File: src/shared/tatc_consts.vh
// Constants for the thermal alert and trip control block.
// Assumes inclusion by bare name from the design files; definitions only.
`ifndef TATC_CONSTS_VH
`define TATC_CONSTS_VH
// Register offsets on the device's internal register port.
`define TATC_REG_CFG1 8'h01
`define TATC_REG_CFG2 8'h02
`define TATC_REG_CFG4 8'h04
`define TATC_REG_RATE 8'h05
`define TATC_REG_QUEUE 8'h06
`define TATC_REG_MASK1 8'h08
`define TATC_REG_MASK2 8'h09
`define TATC_REG_MASK3 8'h0A
`define TATC_REG_PCTLIM 8'h19
`define TATC_REG_HYST 8'h1A
`define TATC_REG_ONTIME 8'h4E
`define TATC_REG_STAT1 8'h4F
`define TATC_REG_STAT2 8'h50
`define TATC_REG_STAT3 8'h51
// Field positions.
`define TATC_CFG1_ALERT_COMP 3
`define TATC_CFG1_TIMER 2
`define TATC_CFG2_BOOST_DIS 1
`define TATC_CFG4_REF_SEL 7
`define TATC_MASK2_VALID 8'h1C
`define TATC_MASK3_VALID 8'hE0
// Reset values and the highest valid rate code.
`define TATC_RST_PCTLIM 8'hFF
`define TATC_RST_HYST 8'h04
`define TATC_RST_RATE 8'h08
`define TATC_RATE_MAX 8'h0A
// Timing: shortest on-time window in ms and the clock rate in kHz.
`define TATC_WIN_BASE_MS 250
`define TATC_CLK_KHZ 40000
`define TATC_WIN_BASE_CYC (`TATC_WIN_BASE_MS * `TATC_CLK_KHZ)
`endif

File: src/hdl/tatc_fault_queue.v
// Consecutive out-of-limit counter for one temperature channel.
// Assumes sampleStb pulses once per completed reading on the sys_clk domain.
`timescale 1ns/1ps
module tatc_fault_queue
(
   sys_clk,
   reset,
   clkEn,
   flush,
   sampleStb,
   outOfLimit,
   depth,
   full
);
input wire sys_clk;
input wire reset;
input wire clkEn;
input wire flush;
input wire sampleStb;
input wire outOfLimit;
input wire [2:0] depth;
output reg full;

reg [2:0] runCount_q;

// Counts consecutive bad readings and flags full at the programmed depth.
always @(posedge sys_clk or posedge reset)
begin
   if (reset)
   begin
      runCount_q <= 3'h0;
      full <= 1'b0;
   end
   else if (clkEn)
   begin
      if (flush)
      begin
         // Emptying the queue still admits a reading that lands in the same cycle.
         runCount_q <= {2'b00, sampleStb & outOfLimit}; // RQ11
         full <= sampleStb && outOfLimit && (depth == 3'h1);
      end
      else if (sampleStb)
      begin
         if (!outOfLimit)
            runCount_q <= 3'h0;
         else if (runCount_q < depth)
            runCount_q <= runCount_q + 3'h1;
         if (outOfLimit && (runCount_q + 3'h1 >= depth))
            full <= 1'b1; // RQ9
      end
   end
end
endmodule // tatc_fault_queue

File: src/hdl/tatc_ontime_timer.v
// On-time percentage meter for the trip input over a selectable window.
// Assumes lowIn is already synchronised to sys_clk.
`timescale 1ns/1ps
`include "tatc_consts.vh"
module tatc_ontime_timer
#(
   parameter BASE_CYC = `TATC_WIN_BASE_CYC
)
(
   sys_clk,
   reset,
   clkEn,
   enable,
   lowIn,
   winSel,
   percent,
   doneStb
);
input wire sys_clk;
input wire reset;
input wire clkEn;
input wire enable;
input wire lowIn;
input wire [2:0] winSel;
output reg [7:0] percent;
output reg doneStb;

reg [35:0] winCount_q;
reg [35:0] lowCount_q;
reg [35:0] winLen;
reg [43:0] scaled;
reg [43:0] quot;
// Base window held at the counter width, so every shifted length stays 36 bits wide.
localparam [35:0] BASE_LEN = BASE_CYC;

// Window length doubles per code step and saturates at 8 s.
always @*
begin
   winLen = BASE_LEN; // RQ18
   case (winSel)
      3'd0: winLen = BASE_LEN;
      3'd1: winLen = BASE_LEN << 1;
      3'd2: winLen = BASE_LEN << 2;
      3'd3: winLen = BASE_LEN << 3;
      3'd4: winLen = BASE_LEN << 4;
      default: winLen = BASE_LEN << 5;
   endcase
   scaled = {lowCount_q, 8'h00} - {8'h00, lowCount_q};
   // The low count stays below the window length, so the quotient never exceeds 255.
   quot = scaled / {8'h00, winLen};
end

// Counts low cycles inside each window and reports 255 * low / window.
always @(posedge sys_clk or posedge reset)
begin
   if (reset)
   begin
      winCount_q <= 36'h0_0000_0000;
      lowCount_q <= 36'h0_0000_0000;
      percent <= 8'h00;
      doneStb <= 1'b0;
   end
   else if (clkEn)
   begin
      doneStb <= 1'b0;
      if (!enable)
      begin
         winCount_q <= 36'h0_0000_0000;
         lowCount_q <= 36'h0_0000_0000;
      end
      else if (winCount_q + 36'h1 >= winLen)
      begin
         percent <= quot[7:0]; // RQ17
         doneStb <= 1'b1;
         winCount_q <= 36'h0_0000_0000;
         lowCount_q <= 36'h0_0000_0000;
      end
      else
      begin
         winCount_q <= winCount_q + 36'h1;
         if (lowIn)
            lowCount_q <= lowCount_q + 36'h1;
      end
   end
end
endmodule // tatc_ontime_timer

File: src/hdl/tatc_alert_trip.v
// Alert generation, masking, fault queues and over-temperature pin control.
// Assumes measurements, limits and register strobes come from sys_clk logic;
// the trip pin input and fan stall inputs arrive from outside and are synchronised.
`timescale 1ns/1ps
`include "tatc_consts.vh"
// Summary of operation
// RQ1 - Config 1 bit 3 selects latched alert (0) or comparator alert (1).
// RQ2 - Latched: status sets, unmasked source pulls alert low until read or response.
// RQ3 - Comparator: alert low while any measurement is out of limits, releases itself.
// RQ4 - Mask bits block only the alert; status bits still set.
// RQ5 - Mask 1 bits 7..0 cover the eight temperature sources.
// RQ6 - Mask 2 bits 4,3,2 cover percent, trip asserted, pin state.
// RQ7 - Mask 3 bits 7,6,5 cover fan stalls and alarm speed.
// RQ8 - Fan-fault pin shows stall unless config 4 bit 7 makes it a reference.
// RQ9 - Each temperature channel has a consecutive-reading fault queue in latched mode.
// RQ10 - Queue depth decodes 000X=1, 001X=2, 01XX=3, 1XXX=4.
// RQ11 - Alert response, status 1 read or reset empties the queues.
// RQ12 - Rate codes 0x00..0x0A double per step; higher codes reserved.
// RQ13 - Averaging below 16 per second; new rate applies after current loop.
// RQ14 - Output pin goes low at trip, releases below limit minus hysteresis.
// RQ15 - Trip forces fans full unless config 2 bit 1 disables boost.
// RQ16 - Config 1 bit 2 turns the trip pin into a timed input.
// RQ17 - Input low time measured as percent of window into register 0x4E.
// RQ18 - Window codes 0..4 give 0.25 s to 4 s; 5..7 give 8 s.
// RQ19 - Percent above limit sets status 2 bit 4; 0x00 first, 0xFF never.
// RQ20 - In input mode, enabled channels still pull the pin low on trip.
// RQ21 - Host reads status, masks source, acts, polls, then unmasks.
// RQ22 - High limit violated at greater or equal, low limit at strictly less.
// RQ23 - Status bits are sticky and clear on read only once condition is gone.
// RQ24 - Trip pin input is synchronised before edge detection or counting.
module tatc_alert_trip
#(
   parameter WIN_BASE_CYC = `TATC_WIN_BASE_CYC
)
(
   sys_clk,
   reset,
   clkEn,
   regWrEn,
   regRdEn,
   regAddr,
   regWrData,
   regRdData,
   alertResponse,
   sampleStb,
   loopDone,
   tempLocal,
   tempRemote1,
   tempRemote2,
   highLimits,
   lowLimits,
   tripLimits,
   diodeFault,
   fanOneStall,
   fanTwoStall,
   fanAlarmSpeed,
   trip_pin_in,
   alertN,
   overtempTripPinOut,
   overtempTripPinOe,
   fanFaultN,
   fanFaultRefMode,
   fanBoost,
   activeRate,
   averagingOn
);
input wire sys_clk;
input wire reset;
input wire clkEn;
input wire regWrEn;
input wire regRdEn;
input wire [7:0] regAddr;
input wire [7:0] regWrData;
output reg [7:0] regRdData;
input wire alertResponse;
input wire [2:0] sampleStb;
input wire loopDone;
input wire [7:0] tempLocal;
input wire [7:0] tempRemote1;
input wire [7:0] tempRemote2;
input wire [23:0] highLimits;
input wire [23:0] lowLimits;
input wire [23:0] tripLimits;
input wire [1:0] diodeFault;
input wire fanOneStall;
input wire fanTwoStall;
input wire fanAlarmSpeed;
input wire trip_pin_in;
output reg alertN;
output reg overtempTripPinOut;
output reg overtempTripPinOe;
output reg fanFaultN;
output reg fanFaultRefMode;
output reg fanBoost;
output reg [7:0] activeRate;
output reg averagingOn;

reg [7:0] cfg1_q, cfg2_q, cfg4_q, rate_q, queue_q, mask1_q, mask2_q, mask3_q;
reg [7:0] pctLimit_q, hyst_q;
reg [7:0] stat1_q, stat2_q, stat3_q;
reg [2:0] tripActive_q;
reg [2:0] fanSync1_q, fanSync2_q;
reg pinSync1_q, pinSync2_q;
reg alertLatch_q;
reg [7:0] stat1Cond;
reg [7:0] stat2Cond;
reg [7:0] stat3Cond;
reg [7:0] stat1Next, stat2Next, stat3Next;
reg [2:0] tripCond;
reg [2:0] tripHold;
reg pinLow;
wire compMode = cfg1_q[`TATC_CFG1_ALERT_COMP]; // RQ1
wire timerMode = cfg1_q[`TATC_CFG1_TIMER];
wire rd1 = regRdEn && (regAddr == `TATC_REG_STAT1);
wire rd2 = regRdEn && (regAddr == `TATC_REG_STAT2);
wire rd3 = regRdEn && (regAddr == `TATC_REG_STAT3);
wire queueFlush = alertResponse | rd1;
wire [2:0] queueFull;
wire [7:0] onPercent;
wire onDone;

// Decodes the fault queue depth field.
function [2:0] queueDepth;
   input [3:0] f;
   begin
      if (f[3])
         queueDepth = 3'd4; // RQ10
      else if (f[2])
         queueDepth = 3'd3;
      else if (f[1])
         queueDepth = 3'd2;
      else
         queueDepth = 3'd1;
   end
endfunction

// Sticky status update: set wins, read clears only when the cause has gone.
function [7:0] sticky;
   input [7:0] cur;
   input [7:0] cond;
   input rd;
   begin
      sticky = rd ? cond : (cur | cond); // RQ23
   end
endfunction
// Two flip-flop synchronisers for the trip pin and the fan inputs.
always @(posedge sys_clk or posedge reset)
begin
   if (reset)
   begin
      pinSync1_q <= 1'b1;
      pinSync2_q <= 1'b1;
      fanSync1_q <= 3'h0;
      fanSync2_q <= 3'h0;
   end
   else if (clkEn)
   begin
      pinSync1_q <= trip_pin_in; // RQ24
      pinSync2_q <= pinSync1_q;
      fanSync1_q <= {fanOneStall, fanAlarmSpeed, fanTwoStall};
      fanSync2_q <= fanSync1_q;
   end
end

// Limit comparisons for the three temperature channels.
always @*
begin
   pinLow = ~pinSync2_q;
   stat1Cond[7] = tempLocal >= highLimits[7:0]; // RQ22
   stat1Cond[6] = tempLocal < lowLimits[7:0];
   stat1Cond[5] = tempRemote1 >= highLimits[15:8];
   stat1Cond[4] = tempRemote1 < lowLimits[15:8];
   stat1Cond[3] = diodeFault[0];
   stat1Cond[2] = tempRemote2 >= highLimits[23:16];
   stat1Cond[1] = tempRemote2 < lowLimits[23:16];
   stat1Cond[0] = diodeFault[1];
   tripCond[0] = tempLocal >= tripLimits[7:0];
   tripCond[1] = tempRemote1 >= tripLimits[15:8];
   tripCond[2] = tempRemote2 >= tripLimits[23:16];
   // A trip stays active until the reading falls below limit minus hysteresis.
   tripHold[0] = tripCond[0] | (tripActive_q[0] & ({1'b0, tempLocal} + {1'b0, hyst_q} >=
      {1'b0, tripLimits[7:0]})); // RQ14
   tripHold[1] = tripCond[1] | (tripActive_q[1] & ({1'b0, tempRemote1} + {1'b0, hyst_q} >=
      {1'b0, tripLimits[15:8]}));
   tripHold[2] = tripCond[2] | (tripActive_q[2] & ({1'b0, tempRemote2} + {1'b0, hyst_q} >=
      {1'b0, tripLimits[23:16]}));
   stat2Cond = {tripCond[0], tripCond[1], tripCond[2], 1'b0, |tripActive_q & ~timerMode,
      timerMode & pinLow, 2'b00};
   stat2Cond[4] = onDone && (onPercent > pctLimit_q) && (pctLimit_q != 8'hFF); // RQ19
   stat3Cond = {fanSync2_q, 5'h00};
   // Next status values; masks never stop a bit from setting.
   stat1Next = sticky(stat1_q, stat1Cond, rd1 | alertResponse);
   stat2Next = sticky(stat2_q, stat2Cond, rd2 | alertResponse) | (stat2_q & 8'h10 & ~{8{rd2}});
   stat3Next = sticky(stat3_q, stat3Cond, rd3 | alertResponse);
end

// One fault queue per channel, fed only by unmasked sources so a masked one never fills it.
tatc_fault_queue uQueueLocal
(
   .sys_clk(sys_clk),
   .reset(reset),
   .clkEn(clkEn),
   .flush(queueFlush), // RQ11
   .sampleStb(sampleStb[0]),
   .outOfLimit(|(stat1Cond[7:6] & ~mask1_q[7:6])), // RQ4
   .depth(queueDepth(queue_q[3:0])),
   .full(queueFull[0])
);
tatc_fault_queue uQueueRemote1
(
   .sys_clk(sys_clk),
   .reset(reset),
   .clkEn(clkEn),
   .flush(queueFlush),
   .sampleStb(sampleStb[1]),
   .outOfLimit(|(stat1Cond[5:3] & ~mask1_q[5:3])),
   .depth(queueDepth(queue_q[3:0])),
   .full(queueFull[1])
);
tatc_fault_queue uQueueRemote2
(
   .sys_clk(sys_clk),
   .reset(reset),
   .clkEn(clkEn),
   .flush(queueFlush),
   .sampleStb(sampleStb[2]),
   .outOfLimit(|(stat1Cond[2:0] & ~mask1_q[2:0])),
   .depth(queueDepth(queue_q[3:0])),
   .full(queueFull[2])
);

// On-time meter runs only while the pin is an input.
tatc_ontime_timer #(.BASE_CYC(WIN_BASE_CYC)) uOnTime
(
   .sys_clk(sys_clk),
   .reset(reset),
   .clkEn(clkEn),
   .enable(timerMode),
   .lowIn(pinLow),
   .winSel(cfg4_q[6:4]), // RQ17
   .percent(onPercent),
   .doneStb(onDone)
);

// Register writes, sticky status, trip tracking and pin outputs.
always @(posedge sys_clk or posedge reset)
begin
   if (reset)
   begin
      cfg1_q <= 8'h00;
      cfg2_q <= 8'h00;
      cfg4_q <= 8'h00;
      rate_q <= `TATC_RST_RATE;
      activeRate <= `TATC_RST_RATE;
      averagingOn <= 1'b0;
      queue_q <= 8'h00;
      mask1_q <= 8'h00;
      mask2_q <= 8'h00;
      mask3_q <= 8'h00;
      pctLimit_q <= `TATC_RST_PCTLIM;
      hyst_q <= `TATC_RST_HYST;
      stat1_q <= 8'h00;
      stat2_q <= 8'h00;
      stat3_q <= 8'h00;
      tripActive_q <= 3'h0;
      alertLatch_q <= 1'b0;
      alertN <= 1'b1;
      overtempTripPinOut <= 1'b1;
      overtempTripPinOe <= 1'b0;
      fanFaultN <= 1'b1;
      fanFaultRefMode <= 1'b0;
      fanBoost <= 1'b0;
      regRdData <= 8'h00;
   end
   else if (clkEn)
   begin
      if (regWrEn)
      begin
         case (regAddr)
            `TATC_REG_CFG1: cfg1_q <= regWrData;
            `TATC_REG_CFG2: cfg2_q <= regWrData;
            `TATC_REG_CFG4: cfg4_q <= regWrData;
            `TATC_REG_RATE: if (regWrData <= `TATC_RATE_MAX) rate_q <= regWrData; // RQ12
            `TATC_REG_QUEUE: queue_q <= regWrData;
            `TATC_REG_MASK1: mask1_q <= regWrData; // RQ5
            `TATC_REG_MASK2: mask2_q <= regWrData & `TATC_MASK2_VALID; // RQ6
            `TATC_REG_MASK3: mask3_q <= regWrData & `TATC_MASK3_VALID; // RQ7
            `TATC_REG_PCTLIM: pctLimit_q <= regWrData;
            `TATC_REG_HYST: hyst_q <= regWrData;
            default: ;
         endcase
      end
      // A new rate takes effect only at the end of the running loop.
      if (loopDone)
      begin
         activeRate <= rate_q; // RQ13
         averagingOn <= rate_q < 8'h08;
      end
      // Status takes its next value; the latched alert looks at what stays pending after it.
      stat1_q <= stat1Next; // RQ4
      stat2_q <= stat2Next;
      stat3_q <= stat3Next;
      tripActive_q <= tripHold;
      // Latched alert: hold until read or response; queues replace temp sources.
      if ((|(queueFull & ~{3{queueFlush}})) || (|(stat2Next[4:2] & ~mask2_q[4:2])) ||
         (|(stat3Next[7:5] & ~mask3_q[7:5])))
         alertLatch_q <= 1'b1; // RQ2 RQ9
      else if (rd1 | rd2 | rd3 | alertResponse)
         alertLatch_q <= 1'b0;
      if (compMode)
         alertN <= ~((|(stat1Cond & ~mask1_q)) | (|(stat2Cond[4:3] & ~mask2_q[4:3])) |
            (|(stat3Cond[7:5] & ~mask3_q[7:5]))); // RQ3
      else
         alertN <= ~alertLatch_q;
      // Pin drive: output mode on any trip, input mode only on enabled channels.
      overtempTripPinOut <= 1'b0;
      overtempTripPinOe <= timerMode ? |(tripActive_q & cfg4_q[2:0]) : |tripActive_q; // RQ14 RQ16 RQ20
      fanBoost <= |tripActive_q & ~cfg2_q[`TATC_CFG2_BOOST_DIS]; // RQ15
      fanFaultRefMode <= cfg4_q[`TATC_CFG4_REF_SEL]; // RQ8
      fanFaultN <= cfg4_q[`TATC_CFG4_REF_SEL] | ~(fanSync2_q[2] | fanSync2_q[0]);
      case (regAddr)
         `TATC_REG_CFG1: regRdData <= cfg1_q;
         `TATC_REG_CFG2: regRdData <= cfg2_q;
         `TATC_REG_CFG4: regRdData <= cfg4_q;
         `TATC_REG_RATE: regRdData <= rate_q;
         `TATC_REG_QUEUE: regRdData <= queue_q;
         `TATC_REG_MASK1: regRdData <= mask1_q;
         `TATC_REG_MASK2: regRdData <= mask2_q;
         `TATC_REG_MASK3: regRdData <= mask3_q;
         `TATC_REG_PCTLIM: regRdData <= pctLimit_q;
         `TATC_REG_HYST: regRdData <= hyst_q;
         `TATC_REG_ONTIME: regRdData <= onPercent;
         `TATC_REG_STAT1: regRdData <= stat1_q;
         `TATC_REG_STAT2: regRdData <= stat2_q;
         `TATC_REG_STAT3: regRdData <= {stat3_q[7:5], 4'h0, ~alertN};
         default: regRdData <= 8'h00;
      endcase
   end
end
endmodule // tatc_alert_trip

File: config.mk
export PLATFORM = sky130hd
export DESIGN_NAME = tatc_alert_trip
export DESIGN_NICKNAME = d
export VERILOG_FILES = /design/src/hdl/tatc_fault_queue.v /design/src/hdl/tatc_ontime_timer.v /design/src/hdl/tatc_alert_trip.v
export VERILOG_INCLUDE_DIRS = /design/src /design/src/shared
export SDC_FILE = /design/constraint.sdc
export NUM_CORES = 2
export LEC_CHECK = 0
export ABC_AREA = 0
export ABC_CLOCK_PERIOD_IN_PS = 112200
export BUFFER_PORTS_ARGS = -buffer_cell sky130_fd_sc_hd__buf_2
export CORE_ASPECT_RATIO = 0.8
export CORE_MARGIN = 3
export CORE_UTILIZATION = 35
export DETAILED_ROUTE_END_ITERATION = 7
export GPL_ROUTABILITY_DRIVEN = 0
export PLACE_DENSITY = 0.54
export SYNTH_ARGS = -nofsm -noshare
export SYNTH_HDL_FRONTEND = slang
export SYNTH_HIERARCHICAL = 1
export SYNTH_SLANG_ARGS = --single-unit
File: constraint.sdc
create_clock -name sys_clk -period 112.2 [get_ports sys_clk]
set_input_delay 22.44 -clock sys_clk [delete_from_list [all_inputs] [get_ports sys_clk]]
set_output_delay 22.44 -clock sys_clk [all_outputs]
set_load 0.03 [all_outputs]
Word-level counts from Yosys, hierarchy flattened. Cells that the tools add are included.

Flip-flop bits (word level): 222. Input port bits: 128. Output and inout bits: 23. Logic and storage cells: 242.

$add $sub $neg: 9. Div/mod/pow operators: 1. $lt $le $gt $ge: 22. Equal/unequal tests: 24. Mux-type cells: 40. Bitwise operators: 53. Reduce and logical (&&, ||, !) cells: 55.

Operator list (count): $mux W36 (5); $pmux W29 S5 (1); $pmux W8 S14 (1); $add A36 B1 Y36 const B (2); $ge A8 B8 Y1 (6); $reduce_and A3 Y1 (16); $div A44 B36 Y44 (1); $sub A44 B36 Y44 (1); $mux W3 (13); $ge A36 B29 Y1 (1); $eq A8 B7 Y1 const B (4); $or A8 B8 Y8 (4); $add A8 B8 Y9 (3); $ge A9 B8 Y1 (3); $eq A8 B3 Y1 const B (3); $eq A8 B4 Y1 const B (3); $lt A8 B8 Y1 (3); $mux W8 (3); $reduce_or A3 Y1 (8); $and A3 B3 Y3 (7); $eq A8 B5 Y1 const B (2); $not A8 Y8 (2); $mux W1 (15); $not A3 Y3 (5); 30 further kinds (92).

Longest topological paths before layout.
Depth after elaboration: 12. Gate-level depth with buffers: 420.

By module. Netlist, hierarchy kept.

Modules (own cells, without submodules): tatc_ontime_timer (instances 1, cells each 4182, area an instance 30636.9 um2, sequential area each 2026.9 um2); tatc_alert_trip (instances 1, cells each 947, area an instance 9151.3 um2, sequential area each 3072.9 um2); tatc_fault_queue (instances 3, cells each 42, area an instance 392.9 um2, sequential area each 100.1 um2).

Worst setup path after synthesis. No wires, ideal clock.

Path type: flip-flop to flip-flop. Start: register cfg4_q[4]. End: register uOnTime.percent[0]. Data arrival time: 82251 ps. Slack: 29807 ps. Stages on the path, launching flop included: 398. Path buffers: 39. Period minus slack after synthesis: 82393 ps. Cell sequence: dfrtp_1 > clkbuf_1 > nor2_1 > inv_1 > nand2_1 > o21ai_0 > inv_1 > ha_1 > and3_1 > and3_1 > o211ai_1 > a31oi_1 > clkbuf_1 > buf_1 > mux2_2 > ha_1 > o21ai_0 > a22oi_1 > [... 362 more ...] > nand2b_1 > a21oi_1 > nor2b_1 > o21ai_0 > nand2b_1 > a21oi_1 > nor2b_1 > o21ai_0 > nand2b_1 > a21oi_1 > o31ai_1 > a211oi_1 > nand4_1 > nor4b_1 > o211ai_1 > a2111o_1 > a2111oi_2 > a41oi_1.

Cells in the longest elaborated chain, start to end: 4. Elaborated cells between the ends (all ways): 9.

RTL lines: start: declaration (RTL line tatc_alert_trip.v:98) `reg [7:0] cfg1_q, cfg2_q, cfg4_q, rate_q, queue_q, mask1_q, mask2_q, mask3_q;`; start signal: assignment (RTL line tatc_alert_trip.v:282) `` `TATC_REG_CFG4: cfg4_q <= regWrData; ``; $eq A3 B3 Y1 (tied with other cells) (RTL line tatc_ontime_timer.v:40) `case (winSel)`; $pmux W29 S5 * (RTL line tatc_ontime_timer.v:40); branches (longest 2 deep; another with $div A44 B36 Y44); end signal: assignment (RTL line tatc_ontime_timer.v:73) `percent <= quot[7:0];`; end: declaration (RTL line tatc_ontime_timer.v:25) `output reg [7:0] percent;`.

Every way passes the cells marked *. A chain may end at the register's enable or synchronous reset.

Worst setup path in the final report.
Start: register uOnTime.lowCount_q[7]. End: register uOnTime.percent[0].

Cells in the longest elaborated chain, start to end: 2.

RTL lines: start: declaration (RTL line tatc_ontime_timer.v:29) `reg [35:0] lowCount_q;`; start signal: assignment (RTL line tatc_ontime_timer.v:82) `lowCount_q <= lowCount_q + 36'h1;`; $sub A44 B36 Y44 (RTL line tatc_ontime_timer.v:48) `scaled = {lowCount_q, 8'h00} - {8'h00, lowCount_q};`; $div A44 B36 Y44 (RTL line tatc_ontime_timer.v:50) `quot = scaled / {8'h00, winLen};`.

No other way between the ends.

==> out/qor.txt <==
H-tree levels: 1
Setup TNS: 0 ns
Die Span Y: 312 µm
Cts repair resizes: 0
Pre-CTS WS: 24.81 ns
TritonCTS Buffers: 27
Final worst slack: 23.57 ns
Worst min path class: reg -> reg
Gr usage total: 0.221
Insertion delay to the later sink of the worst-skew pair: 0.59 ns
Worst slew pin tran: 1.16 ns
Post-synth EDFFs: 0
Top Layer Used: met4
Post-synthesis mux area share: 0.0693
Initial antenna violation count: 2
Routed Antenna Nets: 0
Worst path most repeated cell: o21a_1
CP Class: reg -> reg
Util after Layout: 0.385
Core Footprint: 0.115 mm²
WP data arrival: 89.07 ns
Worst-path clk slew: 0.06 ns
Final setup viols: 0
Status: complete, no violations
Top-level port count: 151
1st-pass router iterations: 8
Top FF cell, synth: dfrtp_1
DIE AREA: 0.121 mm²
Top post-synthesis cells by area: ha_1, dfrtp_1, mux2_2
Final WL: 139 mm
Synth unique cells: 127
Critical path's slowest cell: a221oi_1
RSZ-0062 raised after global routing: false
CTS Root Cell: clkbuf_16
CTS tree: built
Number of remaining DRC errors: 0
Relative slew margins: 0.203
DP Wirelength: 112 mm
FP Rows: 111
Post-Synth XOR/XNOR Area: 0.0654
Warnings, synthesis: 6
Syn_nets: 6033
Cell taking the most area after synthesis: ha_1
Mapped Cells: 5255
CP Capture Type: flip-flop
DP Cell Count: 6824
Main combinational cell family by area after synthesis: compound AO/OA/AOI/OAI gates
Post-CTS Hold Fix Bufs: 0
Mean post-synth cell area: 7.80 µm²
Port buffer count: 150
Setup bufs post-CTS: 0
First-pass GRT wire length: 217 mm
Minimum clock period: 88.63 ns
Pins over their slew limit: 0
Startpoint types: flip-flop
Die X-Extent: 389 µm
Seq cells post-synth: 215
Largest net degree at the start of global routing: 70
Share of the synthesized area in the top cell type: 0.198
Critical path peak fanout: 36
Met1 Wirelength: 72.2 mm
Sequential area share after synthesis: 0.132
Final std cells w/o fill: 6874
Via count: 40600
Synth Area in Adders: 0.199
Ys async rst share: 1.00
Via density per instance: 5.91
Max Clock Skew: 0.0162 ns
Max-Cap Viols: 0
Initial DRC Count: 3938
Max stage delay on crit path: 0.92 ns
GRT overflow: 0
Critical Path RT: 112.64 ns
Vias in the first global route: 37500
Final Cycle Share: 0.790
Post-synthesis simple-gate area fraction: 0.230
Post-DR wirelength/cell: 20.3 µm
P&R area growth vs syn: 8.50%
Max Fclk: 11.3 MHz
Layout cells sized above 1: 0.118
WL met3: 9.84 mm
Routed wl met2: 56.2 mm
Starting Density: 0.355
Final #Nets: 6106
Post-synthesis compound-gate area fraction: 0.268
CTS max path bufs: 3
CTS Sinks: 215
Cell Area, Synth: 0.0410 mm²
Final hold vios: 0
-- worst paths after layout --
path | from | endpoint | slack, ns | cells past startpoint
worst max-delay path | uOnTime/lowCount_q[7]$_DFFE_PP0P_ | uOnTime/percent[0]$_DFFE_PP0P_ | 23.57 | 369
worst min-delay path | averagingOn$_DFFE_PP0P_ | averagingOn$_DFFE_PP0P_ | 0.48 | 2
worst max register to register | uOnTime/lowCount_q[7]$_DFFE_PP0P_ | uOnTime/percent[0]$_DFFE_PP0P_ | 23.57 | 369
worst min register to register | averagingOn$_DFFE_PP0P_ | averagingOn$_DFFE_PP0P_ | 0.48 | 2
max in group asynchronous | reset | fanSync2_q[0]$_DFFE_PP0P_ | 88.87 | 3
min in group asynchronous | reset | uQueueRemote1/runCount_q[1]$_DFFE_PP0P_ | 21.82 | 2
-- registers in the layout (all words and copies together) (netlist names), 6 cells and up --
register            cells
uOnTime/lowCount_q     36
uOnTime/winCount_q     36
activeRate              8
cfg1_q                  8
cfg2_q                  8
cfg4_q                  8
hyst_q                  8
mask1_q                 8
pctLimit_q              8
queue_q                 8
rate_q                  8
regRdData               8
stat1_q                 8
uOnTime/percent         8
stat2_q                 6
-- layout make-up --
| class | count | area [µm²] |
|---|---|---|
| antenna | 1 | 2.50 |
| clock buffer | 34 | 752 |
| clock inverter | 15 | 188 |
| fill | 11900 | 71000 |
| inverter | 232 | 875 |
| multi-input combinational | 4649 | 34200 |
| sequential | 215 | 5400 |
| tap | 1525 | 1910 |
| timing repair buffer | 203 | 1150 |
-- critical path: cells and delay by family (launching register included) --
| family | cells | cell delay, ns |
|---|---|---|
| AOI/OAI and AO/OA | 261 | 58.75 |
| xor gates and xnor gates | 1 | 0.21 |
| adders and majority gates | 22 | 7.14 |
| buffers and inverters | 8 | 1.86 |
| DFF | 1 | 0.51 |
| muxes | 5 | 1.83 |
| and+or+nand+nor | 72 | 17.96 |
-- layer usage --
metal	vias to the layer above	GRT usage
met5	-	0
met2	1257	0.321
li1	20000	-
met3	103	0.0275
met1	19200	0.353
met4	0	0.0219
-- Yosys cell counts, types with 56 or more instances --
library cell,count
o21a_1,255
mux2_2,210
clkbuf_1,108
xor2_1,91
ha_1,647
nand2b_1,74
nor3_1,291
nor2b_1,88
a21oi_1,311
nand4_1,84
nand3_1,123
o31ai_1,160
o21ai_0,249
xnor2_1,213
nand2_1,434
inv_1,227
dfrtp_1,199
a21o_1,91
a211oi_1,56
nor2_1,425
-- cells in the final DEF (no fill, tap or decap), types with 84 or more instances in the layout --
cell type / n
dfrtp_1: 199
o31ai_1: 160
inv_1: 225
nor2b_1: 88
xor2_1: 91
ha_1: 647
a21o_1: 91
o21ai_0: 247
nand2_1: 433
a21oi_1: 307
o21a_1: 255
nand3_1: 123
buf_2: 149
nand4_1: 84
nor3_1: 290
nor2_1: 424
xnor2_1: 213
mux2_2: 210
-- through the flow --
stage,area [µm²],hold WS (ns)
3_5_place_dp,43500,0.472
2_1_floorplan,41000,0.444
4_1_cts,44400,0.487
3_3_place_gp,43500,0.466
5_1_grt,44400,0.501
6_report,44400,0.482
-- cells by family (layout without fill, tap and decap cells) --
| family | Yosys count | in the layout |
|---|---|---|
| compound gates | 1582 | 1582 |
| xor+xnor | 305 | 305 |
| mux | 254 | 254 |
| fa+ha+maj | 650 | 650 |
| buf+inv | 391 | 484 |
| other cells | 0 | 1 |
| flops | 215 | 215 |
| simple gates | 1858 | 1858 |
Power is left out: the tool's default activity adds up to more than one toggle a clock period on the data nets, which glitch-free logic cannot reach.
